--- config.mk ---
export PLATFORM = sky130hd
export DESIGN_NAME = i2cse_slave
export DESIGN_NICKNAME = d
export VERILOG_FILES = /design/src/shared/i2cse_pkg.sv /design/src/shared/i2cse_stream_if.sv /design/src/i2cse_buffer.sv /design/src/i2cse_slave.sv
export SDC_FILE = /design/constraint.sdc
export NUM_CORES = 1
export LEC_CHECK = 0
export BUFFER_PORTS_ARGS = -buffer_cell sky130_fd_sc_hd__buf_2
export CAP_MARGIN = 20
export CELL_PAD_IN_SITES_DETAIL_PLACEMENT = 2
export CELL_PAD_IN_SITES_GLOBAL_PLACEMENT = 2
export CORE_MARGIN = 8
export CORE_UTILIZATION = 25
export DETAILED_ROUTE_END_ITERATION = 8
export PLACE_DENSITY = 0.67
export SLEW_MARGIN = 10
export SYNTH_ARGS = -nofsm -noshare
export SYNTH_HDL_FRONTEND = slang
export SYNTH_SLANG_ARGS = --single-unit
export TNS_END_PERCENT = 50
--- constraint.sdc ---
create_clock -name clk -period 2.6 [get_ports clk]
set_clock_uncertainty 0.15 [all_clocks]
set_input_delay 0.26 -clock clk [delete_from_list [all_inputs] [get_ports clk]]
set_output_delay 0.26 -clock clk [all_outputs]
set_load 0.02 [all_outputs]
--- src/shared/i2cse_pkg.sv ---
// package of constants for the slave restart status event block
// assumes a single system clock domain; bus pins are sampled, not clocked on
package i2cse_pkg;
    // status register field positions
    localparam int ST_PFX_LSB  = 4;
    localparam int ST_TRC_BIT  = 3;
    localparam int ST_ACK_BIT  = 2;
    localparam int ST_STD_BIT  = 1;
    localparam int ST_SPD_BIT  = 0;
    // status reset value and fixed patterns
    localparam logic [7:0] ST_RESET = 8'h00;
    localparam logic [7:0] ST_START = 8'h02;
    localparam logic [7:0] ST_STOP  = 8'h01;
    localparam logic [7:0] ST_EXT_9 = 8'h26;
    // status upper nibble per addressing kind
    localparam logic [3:0] PFX_MATCH = 4'h1;
    localparam logic [3:0] PFX_EXT   = 4'h2;
    localparam logic [3:0] PFX_NONE  = 4'h0;
    // extension code address prefixes
    localparam logic [3:0] EXT_LO_HI4 = 4'h0;
    localparam logic [4:0] EXT_HI_HI5 = 5'h1e;
    // bit count of one byte and of the acknowledge slot
    localparam logic [3:0] BITS_DATA = 4'h8;
    // own address reset value
    localparam logic [6:0] OWN_ADDR_RESET = 7'h00;

    typedef enum logic [1:0] {
        PH_IDLE,
        PH_ADDR,
        PH_DATA,
        PH_IGNORE
    } i2cse_phase_type;
endpackage

--- src/shared/i2cse_stream_if.sv ---
// valid/ready byte stream between the event logic and its buffer
// assumes both ends share one clock
`timescale 1ns/1ps
interface i2cse_stream_if #(parameter int WIDTH = 8);
    logic             valid;
    logic             ready;
    logic [WIDTH-1:0] data;
    modport src (output valid, output data, input  ready);
    modport snk (input  valid, input  data, output ready);
endinterface

--- src/i2cse_buffer.sv ---
// two-entry buffer: a head register and a skid register
// assumes the source holds valid and data until ready
`timescale 1ns/1ps
module i2cse_buffer
    import i2cse_pkg::*;
#(
    parameter int WIDTH = 8
) (
    // clock and reset
    input  wire logic    clk,
    input  wire logic    nrst,
    // filling side
    i2cse_stream_if.snk  fill,
    // draining side
    i2cse_stream_if.src  drain
);
    logic             head_vld_ff, nxt_head_vld;
    logic             skid_vld_ff, nxt_skid_vld;
    logic [WIDTH-1:0] head_ff, nxt_head;
    logic [WIDTH-1:0] skid_ff, nxt_skid;

    if (WIDTH < 1) begin : g_bad_width
        $error("buffer width must be at least one bit");
    end

    // ready comes from a flop so the source never sees a combinational loop
    assign fill.ready  = !skid_vld_ff;
    assign drain.valid = head_vld_ff;
    assign drain.data  = head_ff;

    // head refills from skid first to keep arrival order
    always_comb begin
        nxt_head_vld = head_vld_ff;
        nxt_skid_vld = skid_vld_ff;
        nxt_head     = head_ff;
        nxt_skid     = skid_ff;
        if (drain.ready && head_vld_ff) begin
            nxt_head_vld = skid_vld_ff;
            nxt_head     = skid_ff;
            nxt_skid_vld = 1'b0;
        end
        if (fill.valid && !skid_vld_ff) begin
            if (!nxt_head_vld) begin
                nxt_head_vld = 1'b1;
                nxt_head     = fill.data;
            end else begin
                nxt_skid_vld = 1'b1;
                nxt_skid     = fill.data;
            end
        end
    end

    always_ff @(posedge clk) begin
        if (!nrst) begin
            head_vld_ff <= 1'b0;
            skid_vld_ff <= 1'b0;
            head_ff     <= '0;
            skid_ff     <= '0;
        end else begin
            head_vld_ff <= nxt_head_vld;
            skid_vld_ff <= nxt_skid_vld;
            head_ff     <= nxt_head;
            skid_ff     <= nxt_skid;
        end
    end
endmodule

--- src/i2cse_slave.sv ---
// slave side status and event logic of a two-wire bus, restart aware
// assumes an external master drives the bus clock; pins arrive asynchronously
`timescale 1ns/1ps
module i2cse_slave
    import i2cse_pkg::*;
#(
    parameter int DATA_WIDTH = 8
) (
    // clock and reset
    input  wire logic       clk,
    input  wire logic       nrst,
    // bus pins, open drain; oe high pulls the wire low
    input  wire logic       scl_in,
    output logic            scl_oe,
    input  wire logic       sda_in,
    output logic            sda_oe,
    // control bits
    input  wire logic [6:0] own_slave_address,
    input  wire logic       irq_timing_select,
    input  wire logic       start_irq_enable,
    input  wire logic       stop_irq_enable,
    // status and event
    output logic [7:0]      bus_status_reg,
    output logic            irq,
    // received data stream
    output logic [7:0]      rx_data,
    output logic            rx_valid,
    input  wire logic       rx_ready
);
    if (DATA_WIDTH != 8) begin : g_bad_data_width
        $error("the bus carries eight-bit bytes only");
    end

    // extension code is a reserved address group
    function automatic logic is_ext_code(input logic [6:0] adr);
        is_ext_code = (adr[6:3] == EXT_LO_HI4) || (adr[6:2] == EXT_HI_HI5);
    endfunction

    function automatic logic [7:0] pack_status(input logic [3:0] pfx, input logic trc,
                                               input logic ack, input logic std);
        pack_status = {pfx, trc, ack, std, 1'b0};
    endfunction

    i2cse_stream_if #(.WIDTH(8)) push_if ();
    i2cse_stream_if #(.WIDTH(8)) pop_if ();

    // pin synchronisers; only the second stage and its delayed copy feed any logic
    logic scl_s1_ff, scl_s2_ff, scl_d_ff;
    logic sda_s1_ff, sda_s2_ff, sda_d_ff;

    always_ff @(posedge clk) begin
        if (!nrst) begin
            scl_s1_ff <= 1'b1;
            scl_s2_ff <= 1'b1;
            scl_d_ff  <= 1'b1;
            sda_s1_ff <= 1'b1;
            sda_s2_ff <= 1'b1;
            sda_d_ff  <= 1'b1;
        end else begin
            scl_s1_ff <= scl_in;
            scl_s2_ff <= scl_s1_ff;
            scl_d_ff  <= scl_s2_ff;
            sda_s1_ff <= sda_in;
            sda_s2_ff <= sda_s1_ff;
            sda_d_ff  <= sda_s2_ff;
        end
    end

    logic scl_rise, scl_fall, start_det, stop_det;
    assign scl_rise  = scl_s2_ff && !scl_d_ff;
    assign scl_fall  = !scl_s2_ff && scl_d_ff;
    assign start_det = scl_s2_ff && scl_d_ff && !sda_s2_ff && sda_d_ff;
    assign stop_det  = scl_s2_ff && scl_d_ff && sda_s2_ff && !sda_d_ff;

    // protocol state
    i2cse_phase_type phase_ff, nxt_phase;
    logic [3:0] bitcnt_ff, nxt_bitcnt;
    logic [7:0] shift_ff, nxt_shift;
    logic       rw_ff, nxt_rw;
    logic       ext_ff, nxt_ext;
    logic       was_addr_ff, nxt_was_addr;
    logic       ack_ff, nxt_ack;
    logic [7:0] status_ff, nxt_status;
    logic       irq_ff, nxt_irq;
    logic       sda_oe_ff, nxt_sda_oe;
    logic       scl_oe_ff, nxt_scl_oe;
    logic       push_vld_ff, nxt_push_vld;
    logic [7:0] push_data_ff, nxt_push_data;
    logic       adr_match, adr_ext;
    logic [3:0] pfx;

    assign adr_match = (shift_ff[7:1] == own_slave_address);
    assign adr_ext   = is_ext_code(shift_ff[7:1]);
    assign pfx       = ext_ff ? PFX_EXT : PFX_MATCH;

    always_comb begin
        nxt_phase     = phase_ff;
        nxt_bitcnt    = bitcnt_ff;
        nxt_shift     = shift_ff;
        nxt_rw        = rw_ff;
        nxt_ext       = ext_ff;
        nxt_was_addr  = was_addr_ff;
        nxt_ack       = ack_ff;
        nxt_status    = status_ff;
        nxt_irq       = 1'b0;
        nxt_sda_oe    = sda_oe_ff;
        nxt_push_vld  = push_vld_ff && !push_if.ready;
        nxt_push_data = push_data_ff;
        // stretch the bus clock while a byte waits for buffer room
        nxt_scl_oe    = nxt_push_vld;
        if (stop_det) begin
            nxt_phase  = PH_IDLE;
            nxt_status = ST_STOP;
            nxt_irq    = stop_irq_enable;
            nxt_sda_oe = 1'b0;
        end else if (start_det) begin
            // a restart shows the start bit but raises no event
            nxt_irq      = (phase_ff == PH_IDLE) && start_irq_enable;
            nxt_status   = ST_START;
            nxt_phase    = PH_ADDR;
            // the clock fall that closes the start is no bit; it wraps this to zero
            nxt_bitcnt   = '1;
            nxt_ext      = 1'b0;
            nxt_was_addr = 1'b0;
            nxt_sda_oe   = 1'b0;
        end else if (phase_ff != PH_IDLE) begin
            if (scl_rise) begin
                if (bitcnt_ff == BITS_DATA) begin
                    nxt_ack = !sda_s2_ff;
                end else begin
                    nxt_shift = {shift_ff[6:0], sda_s2_ff};
                end
            end else if (scl_fall && bitcnt_ff != BITS_DATA) begin
                nxt_bitcnt = bitcnt_ff + 4'h1;
                if (nxt_bitcnt == BITS_DATA) begin
                    // eighth clock: byte complete, acknowledge slot follows
                    nxt_was_addr = (phase_ff == PH_ADDR);
                    unique case (phase_ff)
                        PH_ADDR: begin
                            nxt_rw = shift_ff[0];
                            if (adr_match) begin
                                nxt_phase  = PH_DATA;
                                nxt_status = pack_status(PFX_MATCH, shift_ff[0], 1'b1, 1'b1);
                                nxt_irq    = !irq_timing_select;
                                nxt_sda_oe = 1'b1;
                            end else if (adr_ext) begin
                                nxt_phase  = PH_DATA;
                                nxt_ext    = 1'b1;
                                nxt_status = pack_status(PFX_EXT, shift_ff[0], 1'b0, 1'b1);
                                nxt_irq    = 1'b1;
                                nxt_sda_oe = 1'b1;
                            end else begin
                                nxt_phase  = PH_IGNORE;
                                nxt_status = pack_status(PFX_NONE, shift_ff[0], 1'b0, 1'b1);
                                nxt_irq    = !irq_timing_select;
                            end
                        end
                        PH_DATA: begin
                            // ack bit still clear before the acknowledge slot
                            nxt_status = pack_status(pfx, rw_ff, 1'b0, 1'b0);
                            nxt_irq    = !irq_timing_select;
                            if (!rw_ff) begin
                                nxt_sda_oe    = 1'b1;
                                nxt_push_vld  = 1'b1;
                                nxt_push_data = shift_ff;
                                nxt_scl_oe    = 1'b1;
                            end
                        end
                        PH_IGNORE: begin
                            nxt_was_addr = 1'b0;
                        end
                        default: begin
                            nxt_phase = PH_IDLE;
                        end
                    endcase
                end
            end else if (scl_fall) begin
                // ninth clock: acknowledge done, next byte begins
                nxt_bitcnt = '0;
                nxt_sda_oe = 1'b0;
                if (irq_timing_select) begin
                    if (phase_ff == PH_IGNORE) begin
                        nxt_irq    = was_addr_ff;
                        nxt_status = pack_status(PFX_NONE, rw_ff, ack_ff, 1'b1);
                    end else if (was_addr_ff && ext_ff) begin
                        nxt_irq    = 1'b1;
                        nxt_status = ST_EXT_9;
                    end else if (was_addr_ff) begin
                        nxt_irq    = 1'b1;
                        nxt_status = pack_status(PFX_MATCH, rw_ff, 1'b1, 1'b1);
                    end else begin
                        nxt_irq    = 1'b1;
                        nxt_status = pack_status(pfx, rw_ff, ack_ff, 1'b0);
                    end
                end
                nxt_was_addr = 1'b0;
            end
        end
    end

    always_ff @(posedge clk) begin
        if (!nrst) begin
            phase_ff     <= PH_IDLE;
            bitcnt_ff    <= '0;
            shift_ff     <= '0;
            rw_ff        <= 1'b0;
            ext_ff       <= 1'b0;
            was_addr_ff  <= 1'b0;
            ack_ff       <= 1'b0;
            status_ff    <= ST_RESET;
            irq_ff       <= 1'b0;
            sda_oe_ff    <= 1'b0;
            scl_oe_ff    <= 1'b0;
            push_vld_ff  <= 1'b0;
            push_data_ff <= '0;
        end else begin
            phase_ff     <= nxt_phase;
            bitcnt_ff    <= nxt_bitcnt;
            shift_ff     <= nxt_shift;
            rw_ff        <= nxt_rw;
            ext_ff       <= nxt_ext;
            was_addr_ff  <= nxt_was_addr;
            ack_ff       <= nxt_ack;
            status_ff    <= nxt_status;
            irq_ff       <= nxt_irq;
            sda_oe_ff    <= nxt_sda_oe;
            scl_oe_ff    <= nxt_scl_oe;
            push_vld_ff  <= nxt_push_vld;
            push_data_ff <= nxt_push_data;
        end
    end

    // received bytes go through the buffer so a slow reader loses none
    assign push_if.valid = push_vld_ff;
    assign push_if.data  = push_data_ff;
    assign pop_if.ready  = rx_ready;

    i2cse_buffer #(.WIDTH(8)) u_buffer (
        .clk   (clk),
        .nrst  (nrst),
        .fill  (push_if.snk),
        .drain (pop_if.src)
    );

    // outputs
    assign bus_status_reg = status_ff;
    assign irq            = irq_ff;
    assign sda_oe         = sda_oe_ff;
    assign scl_oe         = scl_oe_ff;
    assign rx_data        = pop_if.data;
    assign rx_valid       = pop_if.valid;
endmodule

==> metrics.md, run 1 <==
| Metric | Value |
|---|---|
| Status | `finished clean` |
| Commonest cells in the netlist | `59 x dfxtp_1, 39 x nand2_1, 31 x nand3_1, 29 x nor2_1, 20 x o21ai_0` |
| Top layer in use | `met4` |
| Cell family with most CP delay | `simple AND/OR/NAND/NOR gates` |
| Primary FF master, synth | `dfxtp_1` |
| Synthesized area | `2840 um^2` |
| Layout area overhead | `21.3%` |
| FP Rows | `39` |
| Initial antenna violation count | `0` |
| Die Span Y | `123 um` |
| DPL Wire Length | `6.22 mm` |
| Ant diodes | `0` |
| Post-synth top area cell | `dfxtp_1` |
| Total chip power | `2.21 mW` |
| Final period util | `83.8%` |
| Crit end category | `register` |
| DR vias | `2,554` |
| Core area | `11,300 um^2` |
| Vias/cell | `4.97` |
| Max Slew Vio Count | `0` |
| Pre-CTS setup slack | `0.457 ns` |
| CTS root buf | `clkbuf_16` |
| Finished Cell Area | `3450 um^2` |
| Pin count of the biggest net entering global routing | `31` |
| Setup bufs post-CTS | `0` |
| Fill count | `1,275` |
| Clock Sinks | `59` |
| Drt pass-1 iters | `4` |
| Post-route DRC | `0` |
| Leak | `1.33 nW` |
| Hold Path Cell Cnt | `3` |
| Slowest cell delay on critical path | `0.42 ns` |
| H-tree Lvls | `3` |
| Worst Max-Slew Pin Slew | `0.962 ns` |
| Worst EP required | `2.70 ns` |
| Worst Setup Start Kind | `register` |
| Clock slew at reported path FFs | `0.05 ns` |
| Iter 0 DRT Violations | `87` |
| Final hold viol count | `0` |
| Worst Setup Path Type | `register to register` |
| Port bufs | `32` |
| Post-synth EDFFs | `0` |
| Routed wl met2 | `4.22 mm` |
| Final setup margin | `0.421 ns` |
| R2R depth | `8` |
| Die Area | `15,000 um^2` |
| Max-slew headroom | `35.8%` |
| Post-route ant nets | `0` |
| Synth async-reset ratio | `0%` |
| Total track usage | `12.1%` |
| Max frequency | `459 MHz` |
| CTS tree | `done` |
| Yosys warning count | `0` |
| Nets | `389` |
| Routed length on met3 | `220 um` |
| Max_cap viols | `0` |
| Seq/Total Area, Yosys | `41.5%` |
| Layout cell share with drive strength beyond 1 | `19.1%` |
| First-pass GRT wire length | `14.4 mm` |
| Endpoints failing setup | `0` |
| Max stage delay cell, worst path | `dfxtp_1` |
| RSZ-0062 raised after global routing | `false` |
| Total negative slack | `0 ns` |
| Vias in the first global route | `2,764` |
| Boundary Pins | `35` |
| GP Congestion | `0.780` |
| Clock Path Buffers | `2` |
| Worst EP arrival | `2.28 ns` |
| HP Class | `input pin to register` |
| Syn_area_per_cell | `8.51 um^2` |
| Syn Inst Count | `334` |
| Post_cts resized | `0` |
| Met1 wire length | `4.05 mm` |
| Crit-path max FO | `9` |
| Placed Area | `3130 um^2` |
| Worst path depth | `8` |
| Final std cells w/o fill | `514` |
| Final min period | `2.18 ns` |
| DR WL/cell | `16.7 um` |
| Grt ovf | `0` |
| Area contributors post-synth | `dfxtp_1 42%, nand3_1 5.5%, nand2_1 5.1%` |
| CTS buffer count | `9` |
| Die width | `123 um` |
| Cell with the most instances after synthesis | `dfxtp_1` |
| CP Buf/Inv Count | `1` |
| DP Cell Count | `497` |
| Max VDD drop | `0.268 mV` |
| Pwr Density | `642 nW/um^2` |
| Total Wirelength | `8.59 mm` |
| CP Cell Sequence | `inv_1 -> ha_1 -> nand3b_1 -> nand2_2 -> nor2_1 -> nand4_1 -> mux2_2 -> a21oi_1` |
| Initial Util | `25.2%` |
| Worst-Skew Late Latency | `0.33 ns` |
| Cell variety after synth | `58` |
| Flops & latches, synth | `59` |
| Synth top area share | `41.5%` |
-- layout make-up --
type	count	area, um^2	share of cell area [%]
multi-input combinational	247	1530	44.4
sequential	59	1180	34.3
clock buffer	10	239	6.93
timing repair buffer	40	225	6.53
tap	143	179	5.19
clock inverter	5	53.8	1.56
inverter	10	37.5	1.09
-- through the flow --
| stage | utilization, % | hold slack (ns) |
|---|---|---|
| global placement | 27.8 | 0.238 |
| CTS | 30.6 | 0.135 |
| floorplan | - | 0.211 |
| detailed placement | 27.8 | 0.251 |
| finish | 30.6 | 0.141 |
| global route | 30.6 | 0.155 |
-- where the power goes --
group,internal [mW],switching (mW)
logic,0.0388,0.0739
clock network,0.758,0.418
registers,0.915,0.0109
-- cell usage in the layout, fill, tap and decap left out, drive strengths merged, types with 3 or more instances in the layout --
cell,synthesis,final
nand4,3,3
and2,3,3
a21oi,18,18
mux2i,12,12
ha,7,7
xor2,4,4
nor2,32,32
o31ai,4,4
dfxtp,59,59
buf,6,38
clkbuf,13,10
a311oi,9,9
xnor2,3,3
nand3,32,32
nor2b,7,7
nand2,40,40
nand2b,13,13
nor3,7,7
nor4,3,3
inv,10,10
o21ai,24,24
clkinv,0,4
-- final timing paths --
check | from | endpoint | slack (ns)
setup / recovery | bitcnt_ff[0]$_SDFFE_PN0P_ | phase_ff[0]$_SDFFE_PP0P_ | 0.42
setup reg to reg | bitcnt_ff[0]$_SDFFE_PN0P_ | phase_ff[0]$_SDFFE_PP0P_ | 0.42
hold reg to reg | scl_s1_ff$_SDFF_PN1_ | scl_s2_ff$_SDFF_PN1_ | 0.26
hold / removal | stop_irq_enable | irq$_SDFF_PN0_ | 0.14
-- cells by family after synthesis --
group / Yosys count / share of synthesized area [%]
buffers and inverters: 29 / 4.71
xor gates and xnor gates: 7 / 2.16
other: 1 / 0.132
DFF: 59 / 41.5
AOI/OAI and AO/OA: 72 / 17.4
adders and majority gates: 7 / 3.08
and+or+nand+nor: 146 / 26.4
muxes: 13 / 4.62
-- per-layer routing --
metal / GRT usage (%) / vias up
li1: - / 1243
met1: 15.2 / 1278
met2: 19.9 / 26
met3: 2.76 / 7
met4: 3.96 / 0
met5: 0 / -
-- worst min-delay path, delay by kind of cell --
family | cells | cell delay, ns
buf+inv | 1 | 0.08
compound gates | 2 | 0.24
-- what timing repair did --
action / CTS / global route
endpoints found under the setup margin: 0 / 0
hold buffers: 2 / 0
hold endpoints to repair: 2 / 0
(Power assumes the default switching activity.)
==> inputs of run 2 (changes only) <==
==> constraint.sdc (replaced) <==
create_clock -name clk -period 2.2 [get_ports clk]
set_clock_uncertainty 0.15 [all_clocks]
set_input_delay 0.22 -clock clk [delete_from_list [all_inputs] [get_ports clk]]
set_output_delay 0.22 -clock clk [all_outputs]
set_load 0.02 [all_outputs]
==> metrics.md, run 2 (synthesis results as in run 1) <==
| Metric | Value |
|---|---|
| Worst Setup Start Kind | `register` |
| Layout area overhead | `25.5%` |
| Final min period | `2.11 ns` |
| Max frequency | `473 MHz` |
| CTS root buf | `clkbuf_16` |
| RSZ-0062 raised after global routing | `true` |
| Max stage delay cell, worst path | `dfxtp_1` |
| Cell family with most CP delay | `simple AND/OR/NAND/NOR gates` |
| Clock network fraction of total power | `53.7%` |
| HP Class | `input pin to register` |
| Port bufs | `32` |
| Switching share of total power | `22.6%` |
| Status | `finished clean` |
| Total negative slack | `0 ns` |
| Slowest cell delay on critical path | `0.36 ns` |
| Most common cell after layout, fill and taps aside | `dfxtp_1` |
| Commonest non-fill, non-tap cells in the layout | `57 x dfxtp_1, 39 x nand2_1, 32 x buf_2, 31 x nand3_1, 28 x nor2_1` |
| Gate power share | `5.3%` |
| Initial Util | `25.2%` |
| Post-route DRC | `0` |
| Iter 0 DRT Violations | `40` |
| H-tree Lvls | `3` |
| Worst EP required | `2.23 ns` |
| Total Wirelength | `8.86 mm` |
| Max VDD drop | `0.417 mV` |
| Flop pwr share | `40.9%` |
| DR vias | `2,608` |
| Clock slew at reported path FFs | `0.05 ns` |
| Worst EP arrival | `2.15 ns` |
| DPL Wire Length | `6.50 mm` |
| Worst-Skew Late Latency | `0.33 ns` |
| CP Cell Sequence | `inv_1 -> ha_1 -> nor2_1 -> nor3_4 -> a32oi_4 -> buf_4 -> nor2b_1 -> nor3_2` |
| Crit-path max FO | `9` |
| Drt pass-1 iters | `4` |
| First-pass GRT wire length | `14.6 mm` |
| GP Congestion | `0.813` |
| Final period util | `96.1%` |
| Worst Max-Slew Pin Slew | `0.646 ns` |
| FP Rows | `39` |
| Clock Path Buffers | `2` |
| Final hold viol count | `0` |
| CP Buf/Inv Count | `2` |
| Fill count | `1,272` |
| Finished Cell Area | `3570 um^2` |
| Crit end category | `register` |
| Initial antenna violation count | `0` |
| Total chip power | `2.67 mW` |
| Nets | `397` |
| Grt ovf | `0` |
| Total track usage | `12.3%` |
| Clock Sinks | `59` |
| CTS tree | `done` |
| Switching Power | `0.605 mW` |
| Post-route ant nets | `0` |
| Worst Setup Path Type | `register to register` |
| Die Span Y | `123 um` |
| Layout cell share with drive strength beyond 1 | `22.4%` |
| Pwr Density | `750 nW/um^2` |
| Max_cap viols | `0` |
| Boundary Pins | `35` |
| Die width | `123 um` |
| Max Slew Vio Count | `0` |
| Core Util, Final | `31.6%` |
| CTS buffer count | `9` |
| Die Area | `15,000 um^2` |
| Placed Area | `3200 um^2` |
| Pin count of the biggest net entering global routing | `21` |
| Core area | `11,300 um^2` |
| Final hold slack | `0.101 ns` |
| Ant diodes | `0` |
| Max-slew headroom | `57.0%` |
| DR WL/cell | `16.9 um` |
| Vias/cell | `4.99` |
| Leak | `1.37 nW` |
| Int Pwr | `2.07 mW` |
| Vias in the first global route | `2,824` |
| Endpoints failing setup | `0` |
[run 2: changes by cell type in the layout (fill, tap and decap cells not counted), sizes merged]
cell,previous run,this run
buf,38,46
clkbuf,10,12
clkinv,4,3
[run 2: timing repair]
action                                  CTS  global route
hold endpoints to repair                  2             0
resized for setup                         0             9
setup buffers                             0             1
hold buffers                              2             0
endpoints found under the setup margin    0            13
[run 2: power by group through the flow]
stage	registers [mW]	logic [mW]	clock network, mW
CTS	1.09	0.139	1.47
finish	1.09	0.143	1.44
detailed placement	1.12	0.136	0
global route	1.10	0.156	1.52
global placement	1.12	0.133	0
floorplan	1.12	0.0865	0
[run 2: path summary, 6_finish.rpt]
| path | startpoint | to | slack, ns | cells after the start |
|---|---|---|---|---|
| max | phase_ff[0]$_SDFFE_PP0P_ | bus_status_reg[3]$_SDFFE_PP0P_ | 0.09 | 8 |
| min | nrst | scl_s1_ff$_SDFF_PN1_ | 0.10 | 2 |
| max reg2reg | phase_ff[0]$_SDFFE_PP0P_ | bus_status_reg[3]$_SDFFE_PP0P_ | 0.09 | 8 |
| min reg2reg | scl_s1_ff$_SDFF_PN1_ | scl_s2_ff$_SDFF_PN1_ | 0.26 | 1 |
[run 2: final cells by class]
type                       count  area, um^2  area share, %
clock buffer                  12         256           7.19
clock inverter                 4        48.8           1.37
inverter                      10        37.5           1.05
multi-input combinational    247        1560           43.8
sequential                    59        1180           33.2
tap                          143         179           5.02
timing repair buffer          48         298           8.35
[run 2: through the flow]
step           setup slack, ns  cells
2_1_floorplan            0.227    335
3_3_place_gp             0.150    504
3_5_place_dp            0.0782    504
4_1_cts                0.00516    522
5_1_grt                -0.0117    523
6_report                0.0865    523
[run 2: worst reg2reg max path, cell delays in order (launching register included)]
cell	delay [ns]
dfxtp_1	0.36
inv_1	0.10
ha_1	0.36
nor2_1	0.25
nor3_4	0.06
a32oi_4	0.22
buf_4	0.19
nor2b_1	0.20
nor3_2	0.08
[run 2: routing by layer]
| metal | vias up | track usage, % | part of all wire, % |
|---|---|---|---|
| met5 | - | 0 | 0 |
| met4 | 0 | 6.55 | 2.2 |
| met3 | 14 | 1.79 | 1.5 |
| met2 | 27 | 20.3 | 49 |
| met1 | 1310 | 15.3 | 48 |
| li1 | 1257 | - | - |
